[src/core/suc_defines.svh]
// Register map, field positions, reset values and widths of the up/down counter
`ifndef SUC_DEFINES_SVH
`define SUC_DEFINES_SVH

// Register byte offsets
`define SUC_CTRL_OFS 12'h000
`define SUC_PRESET_OFS 12'h004
`define SUC_STATUS_OFS 12'h008
`define SUC_INFO_OFS 12'h00c

// Address bits decoded by the slave
`define SUC_ADDR_W 12

// Counter width and extreme values
`define SUC_WIDTH 4
`define SUC_ZERO 4'h0
`define SUC_DEC_MAX 4'h9
`define SUC_BIN_MAX 4'hf

// Control field positions
`define SUC_CTRL_LOAD_BIT 0
`define SUC_CTRL_PAR_BIT 1
`define SUC_CTRL_TRK_BIT 2
`define SUC_CTRL_UP_BIT 3
`define SUC_CTRL_W 4

// Control reset value: load active, count enables off, direction up
`define SUC_CTRL_RST 4'he
`define SUC_PRESET_RST 4'h0

// Status field positions
`define SUC_STAT_TC_BIT 4

// Info field: variant flag
`define SUC_INFO_DEC_BIT 0

`endif

[src/core/suc_pkg.sv]
// Types shared by the up/down counter files
package suc_pkg;

    // Control word as held in the control register
    typedef struct packed {
        logic up_down;
        logic trickle_count_enable_n;
        logic parallel_count_enable_n;
        logic load_enable_n;
    } suc_ctrl_t;

    // Action taken on the next clock edge
    typedef enum logic [1:0] {
        SUC_HOLD,
        SUC_LOAD,
        SUC_UP,
        SUC_DOWN
    } suc_action_t;

endpackage

[src/core/suc_counter.sv]
// APB-controlled synchronous 4-bit up/down counter, decade or binary
//
// The implementer's own choices: the APB register port and the address map.
`timescale 1ns/100ps
`default_nettype none
module suc_counter
    import suc_pkg::*;
#(
    parameter bit DECADE = 1'b1
) (
    input wire logic pclk, // Bus and count clock
    input wire logic presetn, // Async reset, active low
    input wire logic psel, // APB select
    input wire logic penable, // APB access phase
    input wire logic pwrite, // APB write
    input wire logic [11:0] paddr, // APB byte address
    input wire logic [31:0] pwdata, // APB write data
    input wire logic [3:0] pstrb, // APB byte strobes
    output logic [31:0] prdata, // APB read data
    output logic pready, // APB ready
    output logic pslverr, // APB error, unmapped address or write to a read-only register
    output logic [3:0] count_value, // Counter state
    output logic terminal_count_n // Terminal count, active low
);
    `include "suc_defines.svh"

    suc_ctrl_t ctrl;
    logic [3:0] preset_value;
    logic [3:0] next_count;
    suc_ctrl_t next_ctrl;
    logic [3:0] next_preset;
    logic [31:0] next_rdata;
    suc_action_t action;

    // Bus phase decode
    wire logic setup_ph = psel & ~penable;
    wire logic access_done = psel & penable & pready;
    wire logic wr_done = access_done & pwrite & ~pslverr;
    wire logic sel_ctrl = (paddr == `SUC_CTRL_OFS);
    wire logic sel_preset = (paddr == `SUC_PRESET_OFS);
    wire logic sel_status = (paddr == `SUC_STATUS_OFS);
    wire logic sel_info = (paddr == `SUC_INFO_OFS);
    wire logic mapped = sel_ctrl | sel_preset | sel_status | sel_info;
    wire logic ro_write = pwrite & (sel_status | sel_info);

    // Register write values, byte lane 0 only
    assign next_ctrl = (wr_done & sel_ctrl & pstrb[0]) ?
                       suc_ctrl_t'(pwdata[`SUC_CTRL_W-1:0]) : ctrl;
    assign next_preset = (wr_done & sel_preset & pstrb[0]) ? pwdata[3:0] : preset_value;

    // Read mux
    assign next_rdata = sel_ctrl ? {28'h0000000, ctrl} :
                        sel_preset ? {28'h0000000, preset_value} :
                        sel_status ? {27'h0000000, terminal_count_n, count_value} :
                        sel_info ? {31'h00000000, DECADE} : 32'h00000000;

    // Control registers
    always_ff @(posedge pclk or negedge presetn) begin
        if (!presetn) begin
            ctrl <= suc_ctrl_t'(`SUC_CTRL_RST);
            preset_value <= `SUC_PRESET_RST;
        end else begin
            ctrl <= next_ctrl;
            preset_value <= next_preset;
        end
    end

    // One wait-free access: answer prepared in setup, shown in access
    always_ff @(posedge pclk or negedge presetn) begin
        if (!presetn) begin
            pready <= 1'b0;
            pslverr <= 1'b0;
            prdata <= 32'h00000000;
        end else if (setup_ph) begin
            pready <= 1'b1;
            pslverr <= ~mapped | ro_write;
            prdata <= pwrite ? 32'h00000000 : next_rdata;
        end else begin
            pready <= 1'b0;
            pslverr <= 1'b0;
            prdata <= 32'h00000000;
        end
    end

    suc_next #(
        .DECADE(DECADE)
    ) u_next (
        .count_value(count_value),
        .preset_value(preset_value),
        .ctrl(ctrl),
        .next_count(next_count),
        .action(action)
    );

    // Counter stages, edge sampled, deliberately without reset
    always_ff @(posedge pclk) begin
        count_value <= next_count;
    end

    // Combinational lookahead decode for cascading; not for clocking
    suc_tc #(
        .DECADE(DECADE)
    ) u_tc (
        .count_value(count_value),
        .up_down(ctrl.up_down),
        .trickle_count_enable_n(ctrl.trickle_count_enable_n),
        .terminal_count_n(terminal_count_n)
    );
endmodule
`default_nettype wire

[src/core/suc_next.sv]
// Next-state logic of the counter stages
`timescale 1ns/100ps
`default_nettype none
module suc_next
    import suc_pkg::*;
#(
    parameter bit DECADE = 1'b1
) (
    input wire logic [3:0] count_value, // Present state
    input wire logic [3:0] preset_value, // Parallel data
    input wire suc_ctrl_t ctrl, // Control inputs
    output logic [3:0] next_count, // State after the edge
    output suc_action_t action // Chosen action
);
    `include "suc_defines.svh"

    // Wrap limits per variant
    localparam logic [3:0] MAX_VAL = DECADE ? `SUC_DEC_MAX : `SUC_BIN_MAX;

    // Load first, then count only with both enables low
    wire logic count_en = ~ctrl.parallel_count_enable_n & ~ctrl.trickle_count_enable_n;
    wire logic at_or_above_max = (count_value >= MAX_VAL);
    wire logic above_max = (count_value > MAX_VAL);

    // Action select
    assign action = ~ctrl.load_enable_n ? SUC_LOAD :
                    ~count_en ? SUC_HOLD :
                    ctrl.up_down ? SUC_UP : SUC_DOWN;

    // Next value per action, illegal decade states return in one step when counting up or down
    always_comb begin
        case (action)
            SUC_LOAD: next_count = preset_value;
            SUC_UP: next_count = at_or_above_max ? `SUC_ZERO : count_value + 4'h1;
            SUC_DOWN: begin
                if (count_value == `SUC_ZERO || above_max) begin
                    next_count = MAX_VAL;
                end else begin
                    next_count = count_value - 4'h1;
                end
            end
            default: next_count = count_value;
        endcase
    end
endmodule
`default_nettype wire

[src/core/suc_tc.sv]
// Terminal-count decode of the counter state
`timescale 1ns/100ps
`default_nettype none
module suc_tc
#(
    parameter bit DECADE = 1'b1
) (
    input wire logic [3:0] count_value, // Present state
    input wire logic up_down, // High counts up
    input wire logic trickle_count_enable_n, // Trickle enable, active low
    output logic terminal_count_n // Terminal count, active low
);
    // Up decode: decade hits nine only, binary hits fifteen
    wire logic up_hit = DECADE ?
        (count_value[0] & ~count_value[1] & ~count_value[2] & count_value[3]) :
        (&count_value);
    wire logic down_hit = ~|count_value;

    // No dependence on the parallel enable
    assign terminal_count_n = ~(~trickle_count_enable_n &
                                (up_down ? up_hit : down_hit));
endmodule
`default_nettype wire

[config.mk]
export PLATFORM = sky130hd
export DESIGN_NAME = suc_counter
export DESIGN_NICKNAME = d
export VERILOG_FILES = /design/src/core/suc_pkg.sv /design/src/core/suc_counter.sv /design/src/core/suc_next.sv /design/src/core/suc_tc.sv
export VERILOG_INCLUDE_DIRS = /design/src /design/src/core
export SDC_FILE = /design/constraint.sdc
export NUM_CORES = 1
export LEC_CHECK = 0
export BUFFER_PORTS_ARGS = -buffer_cell sky130_fd_sc_hd__buf_2
export CORE_MARGIN = 3
export CORE_UTILIZATION = 44
export DETAILED_ROUTE_END_ITERATION = 12
export HOLD_SLACK_MARGIN = 0.12
export PLACE_DENSITY = 0.85
export SLEW_MARGIN = 40
export SYNTH_ARGS = -nofsm -noshare
export SYNTH_HDL_FRONTEND = slang
export SYNTH_HIERARCHICAL = 1
export SYNTH_SLANG_ARGS = --single-unit
[constraint.sdc]
create_clock -name pclk -period 3.6 [get_ports pclk]
set_input_delay 0.18 -clock pclk [delete_from_list [all_inputs] [get_ports pclk]]
set_output_delay 0.18 -clock pclk [all_outputs]
set_load 0.05 [all_outputs]
# [After elaboration in Yosys (flattened, before gate mapping)]
# Index checks and enable logic that the tools add are counted.
[op_classes] n_addsub=2 mul=0 div=0 magnitude_cmp=2 n_eq_ne=6 shifts=0 n_mux=15 bitwise=28 reduce_logical=6
[op_table] cell="2-to-1 mux 32 bit" count=1
[op_table] cell="== test 12 x 4 -> 1 bit (second input constant)" count=2
[op_table] cell="2-to-1 mux 5 bit" count=4
[op_table] cell="bitwise AND 1 bit" count=15
[op_table] cell="== test 12 x 3 -> 1 bit (second input constant)" count=1
[op_table] cell="logical NOT 12 bit" count=1
[op_table] cell="one-hot mux 4 bit (3 select lines)" count=1
[op_table] cell="2-to-1 mux 4 bit" count=2
[op_table] cell="inverter 1 bit" count=8
[op_table] cell="2-to-1 mux 1 bit" count=5
[op_table] cell="bitwise OR 1 bit" count=5
[op_table] cell="adder 4 x 1 -> 4 bit (second input constant)" count=1
[op_table] cell="== test 2 bit (second input constant)" count=2
[op_table] cell="greater-or-equal comparator 4 bit (second input constant)" count=1
[op_table] cell="greater-than comparator 4 bit (second input constant)" count=1
[op_table] cell="logical NOT 4 bit" count=1
[op_table] cell="2-to-1 mux 2 bit" count=2
[op_table] cell="OR reduction 4 bit" count=1
[op_table] cell="subtractor 4 x 1 -> 4 bit (second input constant)" count=1
[op_table] cell="nonzero test 3 bit" count=1
[op_table] cell="== test 2 x 1 -> 1 bit (second input constant)" count=1
[op_table] cell="logical NOT 1 bit" count=1
[op_table] cell="logical OR 1 bit" count=1
[totals] regBits=46 latch_bits=0 mem_bits_rw=0 mem_bits_ro=0 input_bits=53 out_inout_bits=39 wordCells=68 n_memories=0

# [Depth between registers and ports, before layout]
# Gate-level depths: netlist of the first run.
[logic_depth] ltp_word=12 depth_mapped=6

# [Hierarchy]
# Netlist of the first run, hierarchy kept.
[modules_own_cells] module="suc_counter" n_inst=1 cells_per_inst=89 area_each_um2=972.2 seq_area_each_um2=459.2
[modules_own_cells] module="suc_next" n_inst=1 cells_per_inst=50 area_each_um2=317.8 seq_area_each_um2=0.0
[modules_own_cells] module="suc_tc" n_inst=1 cells_per_inst=4 area_each_um2=21.3 seq_area_each_um2=0.0

# [Least setup slack after synthesis of the first run]
# OpenSTA, ideal clock, no wires.
[synth_timing] path_type="register to register" startpoint="register count_value[3]" endpoint="register prdata[4]" setup_time_ps=74 t_arrival_ps=1865 required_time_ps=3526 path_slack_ps=1660 stages_incl_launch_ff=5 n_path_buf=0 path_cell_list="dfxtp_1 nor3_1 o21ai_1 nand2_1 nor2_1"
[synth_via] elab_chain_cells=10 word_cells_on_any_way=11 classes_between="mux (6); bitwise (3); reduce/logical (2)"
[synth_lines] element="from (decl)" line_no="suc_counter.sv:22" source="output logic [3:0] count_value,"
[synth_lines] element="from (signal assigned)" line_no="suc_counter.sv:97" source="count_value <= next_count;"
[synth_lines] element="OR reduction 4 bit" line_no="suc_tc.sv:17" source="wire logic down_hit = ~|count_value;"
[synth_lines] element="logical NOT 1 bit" line_no="suc_tc.sv:17"
[synth_lines] element="2-to-1 mux 1 bit *" line_no="suc_tc.sv:21" source="(up_down ? up_hit : down_hit));"
[synth_lines] element="bitwise AND 1 bit *" line_no="suc_tc.sv:20" source="assign terminal_count_n = ~(~trickle_count_enable_n &"
[synth_lines] element="inverter 1 bit *" line_no="suc_tc.sv:20"
[synth_lines] element="via terminal_count_n" line_no="suc_counter.sv:23" source="output logic terminal_count_n"
[synth_lines] element="2-to-1 mux 5 bit *" line_no="suc_counter.sv:54" source="sel_status ? {27'h0000000, terminal_count_n, count_value} :"
[synth_lines] element="2-to-1 mux 5 bit *" line_no="suc_counter.sv:53" source="sel_preset ? {28'h0000000, preset_value} :"
[synth_lines] element="2-to-1 mux 5 bit *" line_no="suc_counter.sv:52" source="assign next_rdata = sel_ctrl ? {28'h0000000, ctrl} :"
[synth_lines] element="2-to-1 mux 5 bit *" line_no="suc_counter.sv:77" source="prdata <= pwrite ? 32'h00000000 : next_rdata;"
[synth_lines] element="2-to-1 mux 32 bit *" line_no="suc_counter.sv:74" source="end else if (setup_ph) begin"
[synth_lines] element="to (signal assigned)" line_no="suc_counter.sv:77"
[synth_lines] element="to (decl)" line_no="suc_counter.sv:19" source="output logic [31:0] prdata,"
# The timed path passes the listed nets; every way through them passes the cells marked *.
# A chain may end at the register's enable or synchronous reset.

# [Worst setup path in the final report of the first run]
[layout_timing] startpoint="register count_value[0]" endpoint="register count_value[0]"
[layout_via] elab_chain_cells=4 word_cells_on_any_way=9 classes_between="add/sub (2); order compare (2); mux (3); reduce/logical (2)"
[layout_lines] element="greater-than comparator 4 bit or logical NOT 4 bit (tied branches)"
[layout_lines] element="logical OR 1 bit" line_no="suc_next.sv:36" source="if (count_value == `SUC_ZERO || above_max) begin"
[layout_lines] element="2-to-1 mux 4 bit" line_no="suc_next.sv:36"
[layout_lines] element="one-hot mux 4 bit (3 select lines) *" line_no="suc_next.sv:32" source="case (action)"
[layout_lines] element="via next_count[0]" line_no="suc_counter.sv:29" source="logic [3:0] next_count;"
# Marks and branches as above.

==> results of run 1 <==
[cell type report]
class	instances	area share
multi-input combinational	112	0.481
sequential	19	0.314
timing repair buffer	38	0.147
tap	31	0.0265
clock buffer	4	0.0180
inverter	5	0.0128
[flip-flops by register name (all words and copies together) (netlist names)]
| signal | flops |
|---|---|
| count_value | 4 |
| preset_value | 4 |
| ctrl | 4 |
| prdata | 5 |
| pready | 1 |
| pslverr | 1 |
[layer usage]
metal / part of all wire / vias to the layer above / routed length, um / global-route usage
li1: - / 510 / - / -
met1: 0.44 / 478 / 1070 / 0.167
met2: 0.49 / 33 / 1190 / 0.207
met3: 0.063 / 2 / 153 / 0.0383
met4: 0.0050 / 0 / 12 / 0.0380
met5: 0 / - / 0 / 0
[per-stage QoR]
step           std cells  power, uW  hold WS [ns]  cell area, um2   util
2_1_floorplan        167        314        -0.116            1400      -
3_3_place_gp         200        308        0.0896            1390  0.498
3_5_place_dp         200        308        0.0989            1390  0.498
4_1_cts              209        419         0.127            1460  0.525
5_1_grt              209        433         0.131            1460  0.525
6_report             209        415         0.138            1460  0.525
[power by group through the flow]
stage               clock network, uW  registers, uW  logic, uW
floorplan                           0            223       91.1
global placement                    0            219       89.0
detailed placement                  0            219       89.7
CTS                               111            215       93.8
global route                      119            215       99.4
finish                            106            215       94.2
[worst min-delay path: stages]
cell and delay, ns:
buf_2 0.09, nand2b_1 0.08, inv_1 0.06
[path summary, 6_finish.rpt]
kind	cells past startpoint	to	start	slack [ns]
max in group asynchronous	2	ctrl[2]$_DFFE_PN1P_	presetn	3.00
min in group asynchronous	2	pslverr$_DFF_PN0_	presetn	0.30
max	6	count_value[0]$_DFF_P_	count_value[0]$_DFF_P_	1.87
max reg2reg	6	count_value[0]$_DFF_P_	count_value[0]$_DFF_P_	1.87
min	3	pready$_DFF_PN0_	psel	0.14
min reg2reg	1	preset_value[3]$_DFFE_PN0P_	preset_value[3]$_DFFE_PN0P_	0.54
==> impl_results.md, run 1 <==
* Clk pin slew, worst setup/hold paths at about 0.10 ns
* Die W at just over 60 um
* Fin crit share at 0.480
* Number of global-route vias before repair at 806
* Min Tclk post-route at 1.73 ns
* Detail Route Antenna Nets at 0
* Ports at 92
* Drt pass-1 iters at 4
* Maximum capacitance violations at 0
* CTS Hold Bufs at 5
* Pre-CTS setup slack at 1.73 ns
* Unrepaired setup endpoints after global routing: false
* Critical Path Source Type: flip-flop
* Post-DP HPWL at 1.90 mm
* Port Buffers at 33
* Clock buffer depth at 2
* Status: completed
* Setup TNS Final at 0 ns
* CTS Root Cell: clkbuf_4
* Most frequent cells in the layout: buf_2 (33), conb_1 (27), nor2_1 (12), dfrtp_1 (12), mux2_1 (8)
* # setup viols final at 0
* Clk_lat worst skew at around 0.30 ns
* Largest net degree at the start of global routing at 16
* Commonest non-fill, non-tap cell in the layout: buf_2
* Clock H-tree levels at 1
* Gpl congestion at ~0.76
* Max-slew violations at 0
* DRC at 0
* Synth Warn # at 6
* CP delay by family, top: flip-flops
* Clock share of power at 0.255
* Clk_skew at 0.00648 ns
* Critical path cell sequence: inv_1 > ha_1 > nor2b_1 > o22ai_1 > a2bb2oi_1 > o221ai_1
* Final setup margin at between 1.5 and 2 ns
* Area growth from synthesis to layout at 12.2%
* First-pass GRT wire length at 3.54 mm
* Gate power share at 0.227
* Hold Crit Class: input port to flip-flop
* Flop pwr share at 0.517
* GRT Overall Usage at 0.129
* Setup repair bufs after CTS at 0
* Die area at 0.00365 mm2
* Max IR drop VDD at between 0.3 and 0.4 mV
* Max Fclk at 0.579 GHz
* Crit path max fanout at 10
* FP Rows at 19
* Critical path's slowest cell: dfxtp_1
* Critical path required time at approximately 3.8 ns
* Internal power at 273 uW
* Vias at 1023
* DR iter-0 viols at 28
* Post-CTS Resized at 0
* Final nets at approximately 240
* # fillers at 266
* Share of cells above drive strength 1 at 0.253
* Critical path buffer and inverter count at 1
* WL/cell at around 12 um
* Post-Syn Area at 0.00130 mm2
* CTS buffer count at 3
* Starting Density at 0.468
* Max incr delay on CP at 0.54 ns
* Area of the core at about 0.0028 mm2
* Pleak at ~0.00073 uW
* Area of the multi-input gates at 703 um2
* Power Dens Cells at 284 mW/mm2
* Switch share at 0.342
* Psw at between 100 and 150 uW
* Die Ht at between 60 and 70 um
* N_diodes at 0
* Vias per inst at 4.89
* Kind of critical path: flip-flop to flip-flop
* Num Clock Sinks at 19
* Seq. cell area at 459 um2
* Avg Inst Size Synth at 9.24 um2
* Final hold violation count at 0
* Gate Count Post-Synth at 141
* Initial antenna violation count at 0
* Endpoint class of the critical path: flip-flop
* Worst Path Arrival at 1.90 ns
* Total gr overflow at 0
* WL final at 2.42 mm
* CTS tree: built
Power figures use the tool's default switching activity.
==> run 2: changes to the inputs <==
ABC_AREA = 1   (was not set)
CORE_UTILIZATION = 38   (was 44)
PLACE_DENSITY = 0.76   (was 0.85)
clock period = 1.5 ns   (was 3.6 ns; I/O delays follow)
==> impl_results.md, run 2 <==
* Seq. cell area at 464 um2 (+1.1%)
* # fillers at 374 (+41%)
* Synth Warn # at 6 (unchanged)
* Max IR drop VDD at 0.329 mV (+9.5%)
* Area of the multi-input gates at 749 um2 (+6.6%)
* Slew HR at 0.596
* Biggest register: prdata
* First-pass GRT wire length at 4.91 mm (+39%)
* Worst Path Arrival at 1.58 ns (-0.32 ns)
* Port Buffers at 33 (unchanged)
* Gpl congestion at 0.910 (+20%)
* Initial antenna violation count at 0 (unchanged)
* Post-DP HPWL at 2.36 mm (+24%)
* CTS Root Cell: clkbuf_8
* Starting Density at 0.408 (-0.0603)
* Vias per inst at 4.51 (-8.0%)
* Kind of critical path: input port to flip-flop
* Power Total at 1120 uW (+170%)
* # setup viols final at 0 (unchanged)
* Worst slew pin tran at around 0.6 ns
* Detail Route Antenna Nets at 0 (unchanged)
* N_diodes at 0 (unchanged)
* Power Dens Cells at 670 mW/mm2 (+140%)
* Max Fclk at 0.714 GHz
* Min Tclk post-route at 1.40 ns
* Unrepaired setup endpoints after global routing: false
* Hold Crit Class: input port to flip-flop
* Largest register FFs at 5 (unchanged)
* WL/cell at 10.6 um (-8.8%)
* CTS tree: built
* GRT Overall Usage at 0.144 (+0.0155)
* Clk_lat worst skew at 0.26 ns (-0.04 ns)
* Drt pass-1 iters at 4 (unchanged)
* Critical path required time at 1.68 ns (-2.09 ns)
* FF-to-FF End: count_value[3]$_DFF_P_
* Clk_skew at 0.00744 ns (+0.000964 ns)
* Endpoint class of the critical path: flip-flop
* Share of cells above drive strength 1 at 0.278 (+0.0252)
* Grt peak-use layer: met2
* CTS buffer count at 3 (unchanged)
* R2R cell count at 8 (+2)
* Gate Count Post-Synth at 196 (+39%)
* Placed Area at 0.00154 mm2 (+11%)
* Die Ht at 67.0 um (+11%)
* DRC at 0 (unchanged)
* Number of global-route vias before repair at 1093 (+36%)
* Largest net degree at the start of global routing at 16 (unchanged)
* WL final at 3.03 mm (+25%)
* Design Area, Final at 0.00167 mm2 (+14%)
* Status: completed
* Num Clock Sinks at 19 (unchanged)
* Clock H-tree levels at 1 (unchanged)
* Area growth from synthesis to layout at 18.2%
* Worst setup endpoint: prdata[3]$_DFF_PN0_
* Crit Reg-Reg Startpoint: count_value[1]$_DFF_P_
* Pleak at 0.000832 uW (+14%)
* GR Util met2 at 0.248 (+0.0411)
* DR iter-0 viols at 59 (+110%)
* Crit path max fanout at 5 (-5)
* FP Rows at 21 (+2)
* Max-slew violations at 0 (unchanged)
* Die area at 0.00449 mm2 (+23%)
* Most frequent cells in the layout: nand2_1 (40), buf_2 (32), conb_1 (27), inv_1 (20), nor2_1 (18)
* Vias at 1293 (+26%)
* Commonest non-fill, non-tap cell in the layout: nand2_1
* Avg Inst Size Synth at 7.22 um2 (-22%)
* Met1 Usage GRT at 0.177 (+0.00981)
* Fin crit share at 0.933
* Total gr overflow at 0 (unchanged)
* Clock buffer depth at 2 (unchanged)
* M3 GR Usage at 0.0304 (-0.00794)
* Reg2reg setup slack at 0.15 ns (-1.72 ns)
* Critical Path Source Type: input port
* Setup TNS Final at 0 ns (unchanged)
* Post-Syn Area at 0.00142 mm2 (+8.6%)
* Final nets at 298 (+27%)
* Maximum capacitance violations at 0 (unchanged)
* Clk pin slew, worst setup/hold paths at 0.08 ns (-0.02 ns)
* Final hold violation count at 0 (unchanged)
* Area of the core at 0.00347 mm2 (+25%)
* Hold Worst Slack at 0.132 ns (-0.00558 ns)
* Die W at 67.0 um (+11%)
* Ports at 92 (unchanged)
* Critical Path Source: penable
==> run 2: routing by layer <==
metal	routed length [um]	vias up
li1	-	667
met1	1370	579
met2	1450	43
met3	194	4
met4	26	0
met5	0	-
==> run 2: power breakdown <==
group,switching [uW],internal [uW],leakage (uW)
clock network,172,187,0.0000217
logic,202,44.0,0.000579
registers,1.61,513,0.000231
total,376,745,0.000832
==> run 2: worst max-delay path, cell delays in order <==
cell and delay [ns]:
dlygate4sd3_1 0.55, buf_2 0.14, nor3_1 0.52, nand2_1 0.15, a21oi_1 0.15
==> run 2: layout make-up <==
class,count,area share
Multi-Input combinational cell,151,0.448
Sequential cell,19,0.277
Timing Repair Buffer,43,0.157
Inverter,24,0.0539
Tap cell,46,0.0344
Clock buffer,3,0.0247
Clock inverter,1,0.00449
==> run 2: worst min-delay path by stage <==
stage / to / cells after the start / startpoint
2_1_floorplan: ctrl[0]$_DFFE_PN0P_ / 0 / presetn
3_3_place_gp: prdata[4]$_DFF_PN0_ / 1 / presetn
3_5_place_dp: prdata[4]$_DFF_PN0_ / 1 / presetn
4_1_cts: prdata[4]$_DFF_PN0_ / 4 / paddr[2]
5_1_grt: prdata[4]$_DFF_PN0_ / 4 / paddr[2]
6_report: prdata[4]$_DFF_PN0_ / 4 / paddr[2]
==> run 2: per-stage QoR <==
stage	utilization	std cells	setup WS, ns
4_1_cts	0.482	287	0.0404
6_report	0.482	287	0.100
2_1_floorplan	-	222	0.0223
5_1_grt	0.482	287	0.0273
3_5_place_dp	0.444	275	0.174
3_3_place_gp	0.444	275	0.223
==> run 2: timing repair <==
item                                    CTS  global route
hold buffers                              8             0
setup buffers                             0             0
endpoints found under the setup margin    0             1
gates resized for setup                   0             2
endpoints found under the hold margin    24             0
